<file path="config.mk">
export PLATFORM = sky130hd
export DESIGN_NAME = segment_frame_statistics
export DESIGN_NICKNAME = d
export VERILOG_FILES = /design/src/logic/frame_crc.v /design/src/logic/counter_bank.v /design/src/logic/segment_frame_statistics.v
export VERILOG_INCLUDE_DIRS = /design/src /design/src/include
export SDC_FILE = /design/constraint.sdc
export NUM_CORES = 2
export LEC_CHECK = 0
export ABC_AREA = 0
export BUFFER_PORTS_ARGS = -buffer_cell sky130_fd_sc_hd__buf_2
export CORE_MARGIN = 2
export CORE_UTILIZATION = 60
export CTS_BUF_LIST = sky130_fd_sc_hd__clkbuf_8
export CTS_CLUSTER_SIZE = 24
export DETAILED_ROUTE_END_ITERATION = 8
export PLACE_DENSITY = 0.81
export REMOVE_ABC_BUFFERS = 1
export SETUP_SLACK_MARGIN = 0.02
export SLEW_MARGIN = 40
export SYNTH_ARGS = -nofsm -noshare
export SYNTH_HDL_FRONTEND = slang
export SYNTH_SLANG_ARGS = --single-unit
</file>
<file path="constraint.sdc">
create_clock -name clk_i -period 48.4 [get_ports clk_i]
set_clock_uncertainty 0.2 [all_clocks]
set_input_delay 9.68 -clock clk_i [delete_from_list [all_inputs] [get_ports clk_i]]
set_output_delay 9.68 -clock clk_i [all_outputs]
set_load 0.02 [all_outputs]
</file>
<file path="src/include/stats_defines.vh">
// Behaviour
// segments are cycled by the multiplexer only when two or more are enabled
// frame statistics are gathered only while the selected segment is monitored
// each segment has an activity flag, set only while it is being measured
// one independent counter per observed frame category
// counters are read as absolute running totals
// counters wrap to zero on overflow, never saturate
// every counter clears together when the multiplexer switches segment
// a clear command resets all counters together, apart from any switch
// the valid-frame counter increments once per received frame
// check sum is recomputed per frame; mismatch increments the check-error counter
// a token pass not answered at once by a token return is a sequence error
// separate counters for idle, token, probe, time, compel, data and connection frames
// frames of no known category go to the unrecognized counter
// jitter is timed over 16 edges from preamble to end of start delimiter
// weakest device amplitude is tracked together with its bus address
// the number of distinct active devices is reported, each card counting once
// bus load is kept for upkeep, periodic, aperiodic and idle frames apart
// the unused bus time is counted as well
// frame-error figure equals check errors plus sequence errors
// category comes from the control byte after start; one category count per frame
// a clear in the same cycle as a count leaves the counter at zero
`ifndef STATS_DEFINES_VH
`define STATS_DEFINES_VH

`define CLK_MHZ        250
`define SEG_DWELL_US   1000
`define SEG_W          4
`define SEG_NUM        16
`define CNT_W          32
`define SEL_W          5
`define LEVEL_W        12
`define LEVEL_NONE     12'hfff
`define ADDR_W         8
`define DEV_W          9
`define JIT_W          16
`define EDGE_SPAN      5'h10

// counter indices
`define CNT_VALID      5'h00
`define CNT_CRC        5'h01
`define CNT_SEQ        5'h02
`define CNT_IDLE       5'h03
`define CNT_UNREC      5'h04
`define CNT_PT         5'h05
`define CNT_RT         5'h06
`define CNT_PN         5'h07
`define CNT_TD         5'h08
`define CNT_CD         5'h09
`define CNT_DT_LO      5'h0a
`define CNT_DT_HI      5'h0b
`define CNT_DC         5'h0c
`define CNT_EC         5'h0d
`define LD_UPKEEP      5'h0e
`define LD_PERIODIC    5'h0f
`define LD_APERIODIC   5'h10
`define LD_IDLE        5'h11
`define LD_UNUSED      5'h12
`define CNT_NUM        19
`define LD_FIRST       14
`define LD_LAST        17

// frame control codes
`define FC_IDLE        8'h08
`define FC_PT          8'h30
`define FC_RT          8'h31
`define FC_PN          8'h32
`define FC_TD          8'h33
`define FC_CD          8'h40
`define FC_DT1         8'h50
`define FC_DT2         8'h51
`define FC_DT3         8'h53
`define FC_DT5         8'h55
`define FC_DC          8'h60
`define FC_EC          8'h61

// check sum
`define CRC_INIT       16'hffff
`define CRC_POLY       16'h1021
`define CRC_RESIDUE    16'h1d0f

`endif

</file>
<file path="src/logic/frame_crc.v">
`timescale 1ns/1ns
`include "stats_defines.vh"
module frame_crc
(
	// clock and reset
	input  wire        clk_i,
	input  wire        rst_i,
	// byte stream
	input  wire        start_i,
	input  wire        byte_valid_i,
	input  wire [7:0]  byte_i,
	// result
	output wire        ok_o
);
	reg  [15:0] crc_q;
	reg  [15:0] crc_d;
	integer     k;

	// running over data and carried check sum leaves a fixed residue
	always @*
	begin
		crc_d = crc_q;
		for (k = 7; k >= 0; k = k - 1)
			crc_d = {crc_d[14:0], 1'b0} ^ ((crc_d[15] ^ byte_i[k]) ? `CRC_POLY : 16'h0000);
	end

	always @(posedge clk_i or posedge rst_i)
	begin
		if (rst_i)
			crc_q <= `CRC_INIT;
		else if (start_i)
			crc_q <= `CRC_INIT;
		else if (byte_valid_i)
			crc_q <= crc_d;
	end

	assign ok_o = (crc_q == `CRC_RESIDUE);
endmodule

</file>
<file path="src/logic/counter_bank.v">
`timescale 1ns/1ns
`include "stats_defines.vh"
module counter_bank
(
	// clock and reset
	input  wire                clk_i,
	input  wire                rst_i,
	// update
	input  wire                clr_i,
	input  wire [`CNT_NUM-1:0] inc_i,
	input  wire [`CNT_W-1:0]   len_i,
	// read
	input  wire                rd_req_i,
	input  wire [`SEL_W-1:0]   rd_sel_i,
	output wire [`CNT_W-1:0]   rd_data_o,
	output wire                rd_valid_o
);
	reg  [`CNT_W-1:0]           cnt_q [0:`CNT_NUM-1];
	reg  [`CNT_W-1:0]           rd_data_q;
	reg                         rd_valid_q;
	wire [`CNT_NUM*`CNT_W-1:0]  step;
	integer                     i;

	genvar g;
	generate
		for (g = 0; g < `CNT_NUM; g = g + 1)
		begin : g_step
			assign step[g*`CNT_W +: `CNT_W] = (g >= `LD_FIRST && g <= `LD_LAST) ? len_i : 32'h00000001;
		end
	endgenerate

	always @(posedge clk_i or posedge rst_i)
	begin
		if (rst_i)
		begin
			for (i = 0; i < `CNT_NUM; i = i + 1)
				cnt_q[i] <= 32'h00000000;
		end
		else
		begin
			for (i = 0; i < `CNT_NUM; i = i + 1)
				// clear beats count
				// common clear
				if (clr_i)
					cnt_q[i] <= 32'h00000000;
				// plain wrap
				else if (inc_i[i])
					cnt_q[i] <= cnt_q[i] + step[i*`CNT_W +: `CNT_W];
		end
	end

	// absolute totals
	always @(posedge clk_i or posedge rst_i)
	begin
		if (rst_i)
		begin
			rd_data_q  <= 32'h00000000;
			rd_valid_q <= 1'b0;
		end
		else
		begin
			rd_valid_q <= rd_req_i;
			if (rd_req_i)
				rd_data_q <= (rd_sel_i < `CNT_NUM) ? cnt_q[rd_sel_i] : 32'h00000000;
		end
	end

	assign rd_data_o  = rd_data_q;
	assign rd_valid_o = rd_valid_q;
endmodule

</file>
<file path="src/logic/segment_frame_statistics.v">
`timescale 1ns/1ns
`include "stats_defines.vh"
module segment_frame_statistics
#(
	parameter [31:0] DWELL_CYCLES = `SEG_DWELL_US * `CLK_MHZ
)
(
	// clock and reset
	input  wire                 clk_i,
	input  wire                 rst_i,
	// configuration
	input  wire [`SEG_NUM-1:0]  seg_enable_i,
	// frame receiver of the selected segment
	input  wire                 frm_start_i,
	input  wire                 frm_byte_valid_i,
	input  wire [7:0]           frm_byte_i,
	input  wire                 frm_end_i,
	input  wire                 edge_i,
	// amplitude measurement
	input  wire                 amp_valid_i,
	input  wire [`LEVEL_W-1:0]  amp_level_i,
	input  wire [`ADDR_W-1:0]   amp_addr_i,
	// diagnostic bus
	input  wire                 clear_i,
	input  wire                 rd_req_i,
	input  wire [`SEL_W-1:0]    rd_sel_i,
	output wire [`CNT_W-1:0]    rd_data_o,
	output wire                 rd_valid_o,
	// segment selection
	output wire [`SEG_W-1:0]    seg_sel_o,
	output wire [`SEG_NUM-1:0]  seg_active_o,
	// figures
	output wire [`CNT_W-1:0]    frame_error_o,
	output wire [`LEVEL_W-1:0]  min_level_o,
	output wire [`ADDR_W-1:0]   min_level_addr_o,
	output wire [`DEV_W-1:0]    device_count_o,
	output wire [`JIT_W-1:0]    jitter_o
);
	localparam [1:0] ST_OFF  = 2'b01;
	localparam [1:0] ST_MEAS = 2'b10;
	localparam [2:0] F_WAIT  = 3'b001;
	localparam [2:0] F_FC    = 3'b010;
	localparam [2:0] F_BODY  = 3'b100;

	// control byte to category
	function [`SEL_W-1:0] fc_category;
		input [7:0] fc;
		begin
			case (fc)
				`FC_IDLE: fc_category = `CNT_IDLE;
				`FC_PT:   fc_category = `CNT_PT;
				`FC_RT:   fc_category = `CNT_RT;
				`FC_PN:   fc_category = `CNT_PN;
				`FC_TD:   fc_category = `CNT_TD;
				`FC_CD:   fc_category = `CNT_CD;
				`FC_DT1:  fc_category = `CNT_DT_LO;
				`FC_DT2:  fc_category = `CNT_DT_LO;
				`FC_DT3:  fc_category = `CNT_DT_HI;
				`FC_DT5:  fc_category = `CNT_DT_HI;
				`FC_DC:   fc_category = `CNT_DC;
				`FC_EC:   fc_category = `CNT_EC;
				// unknown control byte
				default:  fc_category = `CNT_UNREC;
			endcase
		end
	endfunction

	// category to load class
	function [`SEL_W-1:0] load_class;
		input [`SEL_W-1:0] cat;
		begin
			case (cat)
				`CNT_IDLE:                       load_class = `LD_IDLE;
				`CNT_PT, `CNT_RT, `CNT_PN, `CNT_TD: load_class = `LD_UPKEEP;
				`CNT_CD, `CNT_DT_LO:             load_class = `LD_PERIODIC;
				default:                         load_class = `LD_APERIODIC;
			endcase
		end
	endfunction

	// first enabled segment after cur, wrapping; cur itself if it is alone
	function [`SEG_W-1:0] next_seg;
		input [`SEG_W-1:0]   cur;
		input [`SEG_NUM-1:0] m;
		integer              k;
		reg   [`SEG_W:0]     idx;
		begin
			next_seg = cur;
			for (k = `SEG_NUM - 1; k >= 1; k = k - 1)
			begin
				idx = {1'b0, cur} + k[`SEG_W:0];
				if (m[idx[`SEG_W-1:0]])
					next_seg = idx[`SEG_W-1:0];
			end
		end
	endfunction

	// ----------------------------------------------------------------
	// segment multiplexer
	// ----------------------------------------------------------------
	reg  [1:0]           st_q, st_d;
	reg  [`SEG_W-1:0]    sel_q, sel_d;
	reg  [31:0]          dwell_q;
	reg  [`SEG_NUM-1:0]  active_q;
	reg                  switch_d;
	wire                 any_en = |seg_enable_i;
	wire                 multi  = |(seg_enable_i & (seg_enable_i - 16'h0001));
	wire                 dwell_done = (dwell_q >= DWELL_CYCLES - 32'h00000001);

	always @*
	begin
		st_d     = st_q;
		sel_d    = sel_q;
		switch_d = 1'b0;
		case (st_q)
			ST_OFF:
				if (any_en)
				begin
					st_d     = ST_MEAS;
					sel_d    = seg_enable_i[sel_q] ? sel_q : next_seg(sel_q, seg_enable_i);
					switch_d = 1'b1;
				end
			ST_MEAS:
				if (!any_en)
				begin
					st_d     = ST_OFF;
					switch_d = 1'b1;
				end
				else if (!seg_enable_i[sel_q])
				begin
					sel_d    = next_seg(sel_q, seg_enable_i);
					switch_d = 1'b1;
				end
				// cycle only with two or more
				else if (multi && dwell_done)
				begin
					sel_d    = next_seg(sel_q, seg_enable_i);
					switch_d = 1'b1;
				end
			default:
			begin
				st_d     = ST_OFF;
				switch_d = 1'b1;
			end
		endcase
	end

	always @(posedge clk_i or posedge rst_i)
	begin
		if (rst_i)
		begin
			st_q     <= ST_OFF;
			sel_q    <= 4'h0;
			dwell_q  <= 32'h00000000;
			active_q <= 16'h0000;
		end
		else
		begin
			st_q    <= st_d;
			sel_q   <= sel_d;
			dwell_q <= switch_d ? 32'h00000000 : dwell_q + 32'h00000001;
			// activity per segment
			active_q <= (st_d == ST_MEAS) ? (16'h0001 << sel_d) : 16'h0000;
		end
	end

	// observe only the selected segment while settled on it
	wire mon = (st_q == ST_MEAS) && !switch_d;
	// switch clears, R8 command clears
	wire clr = switch_d | clear_i;

	// ----------------------------------------------------------------
	// frame tracking
	// ----------------------------------------------------------------
	reg  [2:0]           f_q;
	reg  [`SEL_W-1:0]    cat_q;
	reg  [`CNT_W-1:0]    len_q;
	reg                  pend_q;
	reg  [`CNT_W-1:0]    ferr_q;
	reg  [`CNT_NUM-1:0]  inc;
	wire                 crc_ok;
	wire                 done = mon && frm_end_i && (f_q != F_WAIT);
	wire                 crc_bad = !crc_ok;
	wire                 seq_bad = pend_q && (cat_q != `CNT_RT);

	frame_crc u_crc
	(
		.clk_i        (clk_i),
		.rst_i        (rst_i),
		.start_i      (frm_start_i),
		.byte_valid_i (frm_byte_valid_i && f_q != F_WAIT),
		.byte_i       (frm_byte_i),
		.ok_o         (crc_ok)
	);

	always @(posedge clk_i or posedge rst_i)
	begin
		if (rst_i)
		begin
			f_q    <= F_WAIT;
			cat_q  <= `CNT_UNREC;
			len_q  <= 32'h00000000;
			pend_q <= 1'b0;
			ferr_q <= 32'h00000000;
		end
		else
		begin
			len_q <= len_q + 32'h00000001;
			if (clr)
			begin
				pend_q <= 1'b0;
				ferr_q <= 32'h00000000;
			end
			else if (done)
			begin
				// token pass awaits return
				pend_q <= (cat_q == `CNT_PT);
				// check plus sequence errors
				ferr_q <= ferr_q + {31'h00000000, crc_bad} + {31'h00000000, seq_bad};
			end
			case (f_q)
				F_WAIT:
					if (mon && frm_start_i)
					begin
						f_q   <= F_FC;
						cat_q <= `CNT_UNREC;
						len_q <= 32'h00000001;
					end
				F_FC:
					if (!mon || frm_end_i)
						f_q <= F_WAIT;
					// decide from control byte
					else if (frm_byte_valid_i)
					begin
						cat_q <= fc_category(frm_byte_i);
						f_q   <= F_BODY;
					end
				F_BODY:
					if (!mon || frm_end_i)
						f_q <= F_WAIT;
				default:
					f_q <= F_WAIT;
			endcase
		end
	end

	// one counter per category
	always @*
	begin
		inc = {`CNT_NUM{1'b0}};
		if (done)
		begin
			// every frame
			inc[`CNT_VALID] = 1'b1;
			// check sum mismatch
			inc[`CNT_CRC] = crc_bad;
			// missing token return
			inc[`CNT_SEQ] = seq_bad;
			// exactly one category
			inc[cat_q] = 1'b1;
			// frame time by load class
			inc[load_class(cat_q)] = 1'b1;
		end
		// idle bus time
		inc[`LD_UNUSED] = mon && (f_q == F_WAIT) && !frm_start_i;
	end

	counter_bank u_bank
	(
		.clk_i      (clk_i),
		.rst_i      (rst_i),
		.clr_i      (clr),
		.inc_i      (inc),
		.len_i      (len_q),
		.rd_req_i   (rd_req_i),
		.rd_sel_i   (rd_sel_i),
		.rd_data_o  (rd_data_o),
		.rd_valid_o (rd_valid_o)
	);

	// ----------------------------------------------------------------
	// jitter over the preamble
	// ----------------------------------------------------------------
	reg  [4:0]          ecnt_q;
	reg  [`JIT_W-1:0]   gap_q, gmin_q, gmax_q, jit_q;
	wire                first_gap = (ecnt_q == 5'h01);
	wire [`JIT_W-1:0]   gmin_n = (first_gap || gap_q < gmin_q) ? gap_q : gmin_q;
	wire [`JIT_W-1:0]   gmax_n = (first_gap || gap_q > gmax_q) ? gap_q : gmax_q;

	always @(posedge clk_i or posedge rst_i)
	begin
		if (rst_i)
		begin
			ecnt_q <= 5'h00;
			gap_q  <= 16'h0000;
			gmin_q <= 16'h0000;
			gmax_q <= 16'h0000;
			jit_q  <= 16'h0000;
		end
		else
		begin
			// saturate so a long pause is not misread as a short gap
			if (gap_q != 16'hffff)
				gap_q <= gap_q + 16'h0001;
			if (clr)
			begin
				ecnt_q <= 5'h00;
				jit_q  <= 16'h0000;
			end
			else if (f_q != F_WAIT || frm_start_i)
				ecnt_q <= 5'h00;
			// sixteen edges up to the delimiter end
			else if (mon && edge_i && ecnt_q < `EDGE_SPAN)
			begin
				gap_q  <= 16'h0000;
				ecnt_q <= ecnt_q + 5'h01;
				if (ecnt_q != 5'h00)
				begin
					gmin_q <= gmin_n;
					gmax_q <= gmax_n;
					if (ecnt_q == `EDGE_SPAN - 5'h01)
						jit_q <= gmax_n - gmin_n;
				end
			end
		end
	end

	// ----------------------------------------------------------------
	// device amplitude and population
	// ----------------------------------------------------------------
	reg  [`LEVEL_W-1:0]    lmin_q;
	reg  [`ADDR_W-1:0]     laddr_q;
	reg  [(1<<`ADDR_W)-1:0] seen_q;
	reg  [`DEV_W-1:0]      ndev_q;

	always @(posedge clk_i or posedge rst_i)
	begin
		if (rst_i)
		begin
			lmin_q  <= `LEVEL_NONE;
			laddr_q <= 8'h00;
			seen_q  <= {(1<<`ADDR_W){1'b0}};
			ndev_q  <= 9'h000;
		end
		else if (clr)
		begin
			lmin_q  <= `LEVEL_NONE;
			laddr_q <= 8'h00;
			seen_q  <= {(1<<`ADDR_W){1'b0}};
			ndev_q  <= 9'h000;
		end
		else if (mon && amp_valid_i)
		begin
			// weakest level and its address
			if (amp_level_i < lmin_q)
			begin
				lmin_q  <= amp_level_i;
				laddr_q <= amp_addr_i;
			end
			// each address counted once
			if (!seen_q[amp_addr_i])
			begin
				seen_q[amp_addr_i] <= 1'b1;
				ndev_q             <= ndev_q + 9'h001;
			end
		end
	end

	assign seg_sel_o        = sel_q;
	assign seg_active_o     = active_q;
	assign frame_error_o    = ferr_q;
	assign min_level_o      = lmin_q;
	assign min_level_addr_o = laddr_q;
	assign device_count_o   = ndev_q;
	assign jitter_o         = jit_q;
endmodule

</file>
### Word level (Yosys, flattened, before mapping)

Index checks and enable logic that the tools add are counted.

* $add $sub $neg: 43
* order comparisons: 29
* equality and inequality tests: 38
* shift operators: 1
* muxes and demuxes: 168
* bitwise logic cells: 24
* reductions and logical operators: 64

Operators by type and width (number)
* $mux 32: 46
* $mux 256: 3
* $add 32x1->32 const B: 17
* $or 256x256->256: 1
* $mux 16: 14
* $bmux 32 s5: 1
* $add 32x32->32: 4
* $xor 16x16->16: 8
* $mux 13: 8
* $lt 4x5->1 const B: 16
* $mux 4: 20
* $add 32x1->32: 2
* $bmux 1 s4: 16
* $eq 8x7->1 const B: 7
* $reduce_bool 2->1: 27
* $pmux 4 s10: 1
* $mux 12: 3
* $mux 5: 7
* $add 4x4->4 const B: 8
* $eq 8x6->1 const B: 4
* $ge 32x18->1 const B: 1
* $reduce_or 16->1: 2
* $mux 9: 3
* $mux 1: 26
* 64 further kinds: 122

* bits in registers: 1138
* word-level logic and storage cells: 407

### Longest topological paths before layout

* depth after elaboration: 26
* depth in mapped cells: 27
* mapped depth without buffers: 27

### Modules after synthesis

From an unflattened synthesis, not the netlist that was laid out.

* cell total of the unflattened synthesis: 6929
* area, all modules: 66835.4 um2

Modules (own cells, without submodules)
* counter_bank: times used 1, cells an instance 4147, area each 39689.3 um2, sequential area each 16040.4 um2
* segment_frame_statistics: times used 1, cells an instance 2695, area each 26077.5 um2, sequential area each 12030.3 um2
* frame_crc: times used 1, cells an instance 87, area each 1068.5 um2, sequential area each 420.4 um2

### Worst setup path after synthesis

OpenSTA, ideal clock, no wires.

* path kind: input -> register
* from: input amp_addr_i[1]
* to: register ndev_q[8], in the netlist device_count_o[8]
* arrival: 13.088 ns
* data required time: 48.068 ns
* slack: 34.980 ns
* stages on the path: 12
* buffers on the path: 3
* cells stage by stage: clkbuf_1 -> buf_2 -> buf_1 -> mux4_2 -> mux4_2 -> mux4_2 -> mux4_2 -> nor2_4 -> nand2_1 -> or4_1 -> xor2_1 -> nor2_1

* word-level cells in the longest chain between the ends: 4

RTL lines
* start, declared: RTL line segment_frame_statistics.v:22 `` input wire [`ADDR_W-1:0] amp_addr_i, ``
* $bmux 1 s8: RTL line segment_frame_statistics.v:361 `if (!seen_q[amp_addr_i])`
* $mux 1 (not written as such): RTL line segment_frame_statistics.v:361
* $ne 2x2->1 (no line)
* $reduce_and 2->1 (no line)
* end signal, assigned: RTL line segment_frame_statistics.v:364 `ndev_q <= ndev_q + 9'h001;`
* end, declared: RTL line segment_frame_statistics.v:334 `` reg [`DEV_W-1:0] ndev_q; ``

No other way between the ends. The select of a mux whose other input is x is not followed.
A chain may end at the register's enable or synchronous reset.

### Worst setup path after layout

* from: input seg_enable_i[3]
* to: register u_bank.cnt_q[570] (netlist bit)

* word-level cells in the longest chain between the ends: 14
* elaborated cells between the ends (all ways): 20

RTL lines
* start, declared: RTL line segment_frame_statistics.v:12 `` input wire [`SEG_NUM-1:0] seg_enable_i, ``
* $sub 16x1->16: RTL line segment_frame_statistics.v:107 `wire multi = |(seg_enable_i & (seg_enable_i - 16'h0001));`
* $and 16x16->16: RTL line segment_frame_statistics.v:107
* $reduce_or 16->1: RTL line segment_frame_statistics.v:107
* $logic_and 1x1->1: RTL line segment_frame_statistics.v:135 `else if (multi && dwell_done)`
* $mux 1: RTL line segment_frame_statistics.v:135
* $mux 1: RTL line segment_frame_statistics.v:129 `else if (!seg_enable_i[sel_q])`
* $mux 1: RTL line segment_frame_statistics.v:124 `if (!any_en)`
* $pmux 1 s2 (*): RTL line segment_frame_statistics.v:115 `case (st_q)`
* $logic_not 1->1: RTL line segment_frame_statistics.v:168 `wire mon = (st_q == ST_MEAS) && !switch_d;`
* $logic_and 1x1->1: RTL line segment_frame_statistics.v:168
* $logic_and 1x1->1 (2 in series): RTL line segment_frame_statistics.v:182 `wire done = mon && frm_end_i && (f_q != F_WAIT);`
* $mux 18: RTL line segment_frame_statistics.v:251 `if (done)`
* $reduce_bool 2->1 (no line)
* end signal, assigned by index: RTL line counter_bank.v:48 `` cnt_q[i] <= cnt_q[i] + step[i*`CNT_W +: `CNT_W]; ``
* end, declared: RTL line counter_bank.v:18 `` reg [`CNT_W-1:0] cnt_q [0:`CNT_NUM-1]; ``

Every way passes the cells marked *; elsewhere a longest branch is shown, timed or not. The select of a mux whose other input is x is not followed.

==> impl_results.md <==
- CTS H-tree depth: 4
- CP max stage delay: 0.72 ns
- Mux share of post-synthesis cell area: 0.109
- GRT Residual Overflow: 0
- Status: completed
- Synth Cell Area: 0.0665 sq mm
- Synth cell types: 94
- Period utilisation layout: 0.296
- Number of flops mapped to enable cells by yosys: 0
- GP Congestion: 0.959
- Die Y: 337 microns
- Syn avg cell area: 9.95 sq um
- Vias in the first global route: 52300
- DIE AREA: 0.114 sq mm
- Starting density of the core: 0.603
- Kind of end point of the critical path: register
- Peak supply drop: 0.0000303 V
- Resized Gates After CTS: 0
- RSZ-0062 raised after global routing: no
- Total number of yosys warnings: 0
- First-pass detailed-route iteration total: 6
- First-pass GRT wire length: 292000 microns
- Wirelength per Cell: 21.9 microns
- Die W: 337 microns
- Num CTS Buffers: 193
- DRC Markers: 0
- Final Setup Violations: 0
- Leading area contributor after synthesis: dfrtp_1
- Number of setup buffers added after CTS: 0
- Worst-path clk slew: 0.06 ns
- Top post-synthesis cells by area: dfrtp_1 (42%), mux4_2 (9.3%), xor2_1 (5.5%), nor2_1 (4.4%), nand2_1 (4.0%)
- Worst Max-Slew Pin Slew: 0.914 ns
- Critical path class: in2reg
- Total power: 2.48 mW
- Post-Synth Adder-Cell Area: 0.0424
- Worst skew pair latency: 0.92 ns
- Post-Synth XOR/XNOR Area: 0.0861
- Hold Fails Final Rpt: 0
- Placed Cells: 8080
- Pin count of the biggest net entering global routing: 200
- CTS tree: yes
- Seq/Total Area, Yosys: 0.428
- Core Area: 0.110 sq mm
- #FFs+latches synth: 1137
- P_leak: 31.8 nW
- Routed Antenna Nets: 0
- Top_reg_cell synth: dfrtp_1
- Initial antenna violation count: 7
- Port Buffer Count: 187
- Layout cell share with drive strength beyond 1: 0.144
- Root buf cell: clkbuf_8
- Post-Syn Instances: 6683
- Post-synthesis compound-gate area fraction: 0.127
- Crit path DAT: 14.91 ns
- Layout net count: 7067
- Area share of the largest cell type after synthesis: 0.416
- CP max stage cell: buf_4
- Relative slew slack: 0.391
- Pwr per Cell Area: 34.0 mW/mm^2
- Vias: 53900
- Count leader, synth: dfrtp_1
- CP Max Fanout: 64
- Synth top cells by count: dfrtp_1 (1106), nor2_1 (784), nand2_1 (714)
- Via density: 6.39
- Detailed Route WL: 184000 microns
- CP Data Required Time: 48.96 ns
- Worst min path class: reg2reg
- Final TNS setup: 0 ns
- Critical path launch point type: input pin
- Fin. max-slew vios: 0
- Simple-Gate Fraction of Synth Area: 0.175
- Drt first-iter violations: 5762
- Critical path cell sequence: buf_2 -> mux2i_1 -> mux4_2 -> mux2_4 -> nor2_2 -> a41oi_4 -> a211o_4 -> buf_4 -> buf_4 -> o2111ai_1 -> nor2_1 -> nand4_1 -> xor2_1 -> nor2_1
- Post-CTS Hold Buffers: 0
- Post-Place Setup Slack: 33.05 ns
- Total GRT Usage: 0.326
- WHS Path Cells: 1
- Non-filler cells in the finished layout: 8433
- Final worst setup slack: 34.05 ns
- Buffer depth of the longest clock path: 3
- Max-Cap Viols: 0
- CTS Sinks: 1137
- Post-synthesis async set-or-reset flop share: 1.00
- Row count: 122
- Post-detail-place hpwl: 127000 microns
- Area growth syn-to-layout: 9.85%
- Fmax: 69.7 MHz
- Register-to-Register Path Depth: 14
- Main combinational cell family by area after synthesis: simple AND/OR/NAND/NOR gates
- Min Tclk post-route: 14.35 ns
- IO Count: 188
-- cells in the final DEF, fill, tap and decap left out, drive strengths merged, types with 33 or more instances in the layout --
master,Yosys,routed
a31oi,34,34
nor2,793,793
clkbuf,275,247
a21o,67,67
or3,94,94
o22ai,39,39
nand2b,34,34
xnor2,234,234
and2,34,34
a211oi,34,34
nand2,716,716
inv,175,227
mux4,275,275
nor3,80,80
clkinv,2,34
a21oi,364,364
a22oi,36,36
xor2,420,420
nand3,282,282
nand4,107,107
ha,214,214
and4,42,42
buf,86,272
and3,150,150
nor4,35,35
nor2b,33,33
dfrtp,1106,1106
o21a,39,39
mux2i,84,84
a22o,260,260
o21ai,267,267
-- sequential cells by signal, indices dropped and copies added (netlist names), 32 cells and up --
| name | cells |
|---|---|
| u_bank.rd_data_o | 32 |
| u_bank.cnt_q | 608 |
| frame_error_o | 32 |
| seen_q | 256 |
| len_q | 32 |
| dwell_q | 32 |
-- worst paths after layout --
| path | endpoint | slack (ns) | from |
|---|---|---|---|
| setup / recovery | u_bank.cnt_q[570]$_DFFE_PP0P_ | 34.05 | seg_enable_i[3] |
| hold / removal | dwell_q[0]$_DFF_PP0_ | 0.26 | dwell_q[0]$_DFF_PP0_ |
| setup reg to reg | u_bank.cnt_q[570]$_DFFE_PP0P_ | 42.10 | seg_sel_o[0]$_DFF_PP0_ |
| hold reg to reg | dwell_q[0]$_DFF_PP0_ | 0.26 | dwell_q[0]$_DFF_PP0_ |
| max in group asynchronous | seen_q[98]$_DFFE_PP0P_ | 36.76 | rst_i |
| min in group asynchronous | u_bank.cnt_q[20]$_DFFE_PP0P_ | 8.56 | rst_i |
-- cell type report --
cell class | count | area (sq um)
clock inverter | 99 | 721
clock buffer | 247 | 3400
fill | 8295 | 37300
timing repair buffer | 272 | 1820
antenna | 5 | 12.5
tap | 1488 | 1860
sequential | 1137 | 28500
multi-input combinational | 5008 | 36100
inverter | 177 | 672
-- metrics by stage --
step                      hold slack [ns]   util  area [sq um]
after floorplan                     0.225      -         65100
after global routing                0.279  0.662         73000
final                               0.257  0.662         73000
after detailed placement            0.251  0.623         68800
after global placement              0.239  0.621         68600
after CTS                           0.260  0.661         72900
-- critical path: cells and delay by family --
kind / cells / cell delay (ns)
xor gates and xnor gates: 1 / 0.17
AOI/OAI and AO/OA: 3 / 1.63
muxes: 3 / 0.98
buffers and inverters: 3 / 1.56
and+or+nand+nor: 4 / 0.79
-- power by group --
part           internal [mW]  switching (mW)
logic                  0.169           0.386
registers              0.969          0.0372
clock network          0.502           0.416
-- routing by layer --
layer  vias up  global-route usage  share of wire
met4         6               0.163          0.054
met5         -                   0        0.00018
met1     26900               0.430           0.40
met3       487              0.0743          0.085
met2      2374               0.508           0.46
li1      24200                   -              -
-- kinds of logic after synthesis --
family / after synthesis
compound gates: 1281
fa+ha+maj: 222
simple gates: 2472
flops: 1137
xor+xnor: 654
mux: 379
buf+inv: 538
No activity file was read; power rests on OpenSTA's default activity.
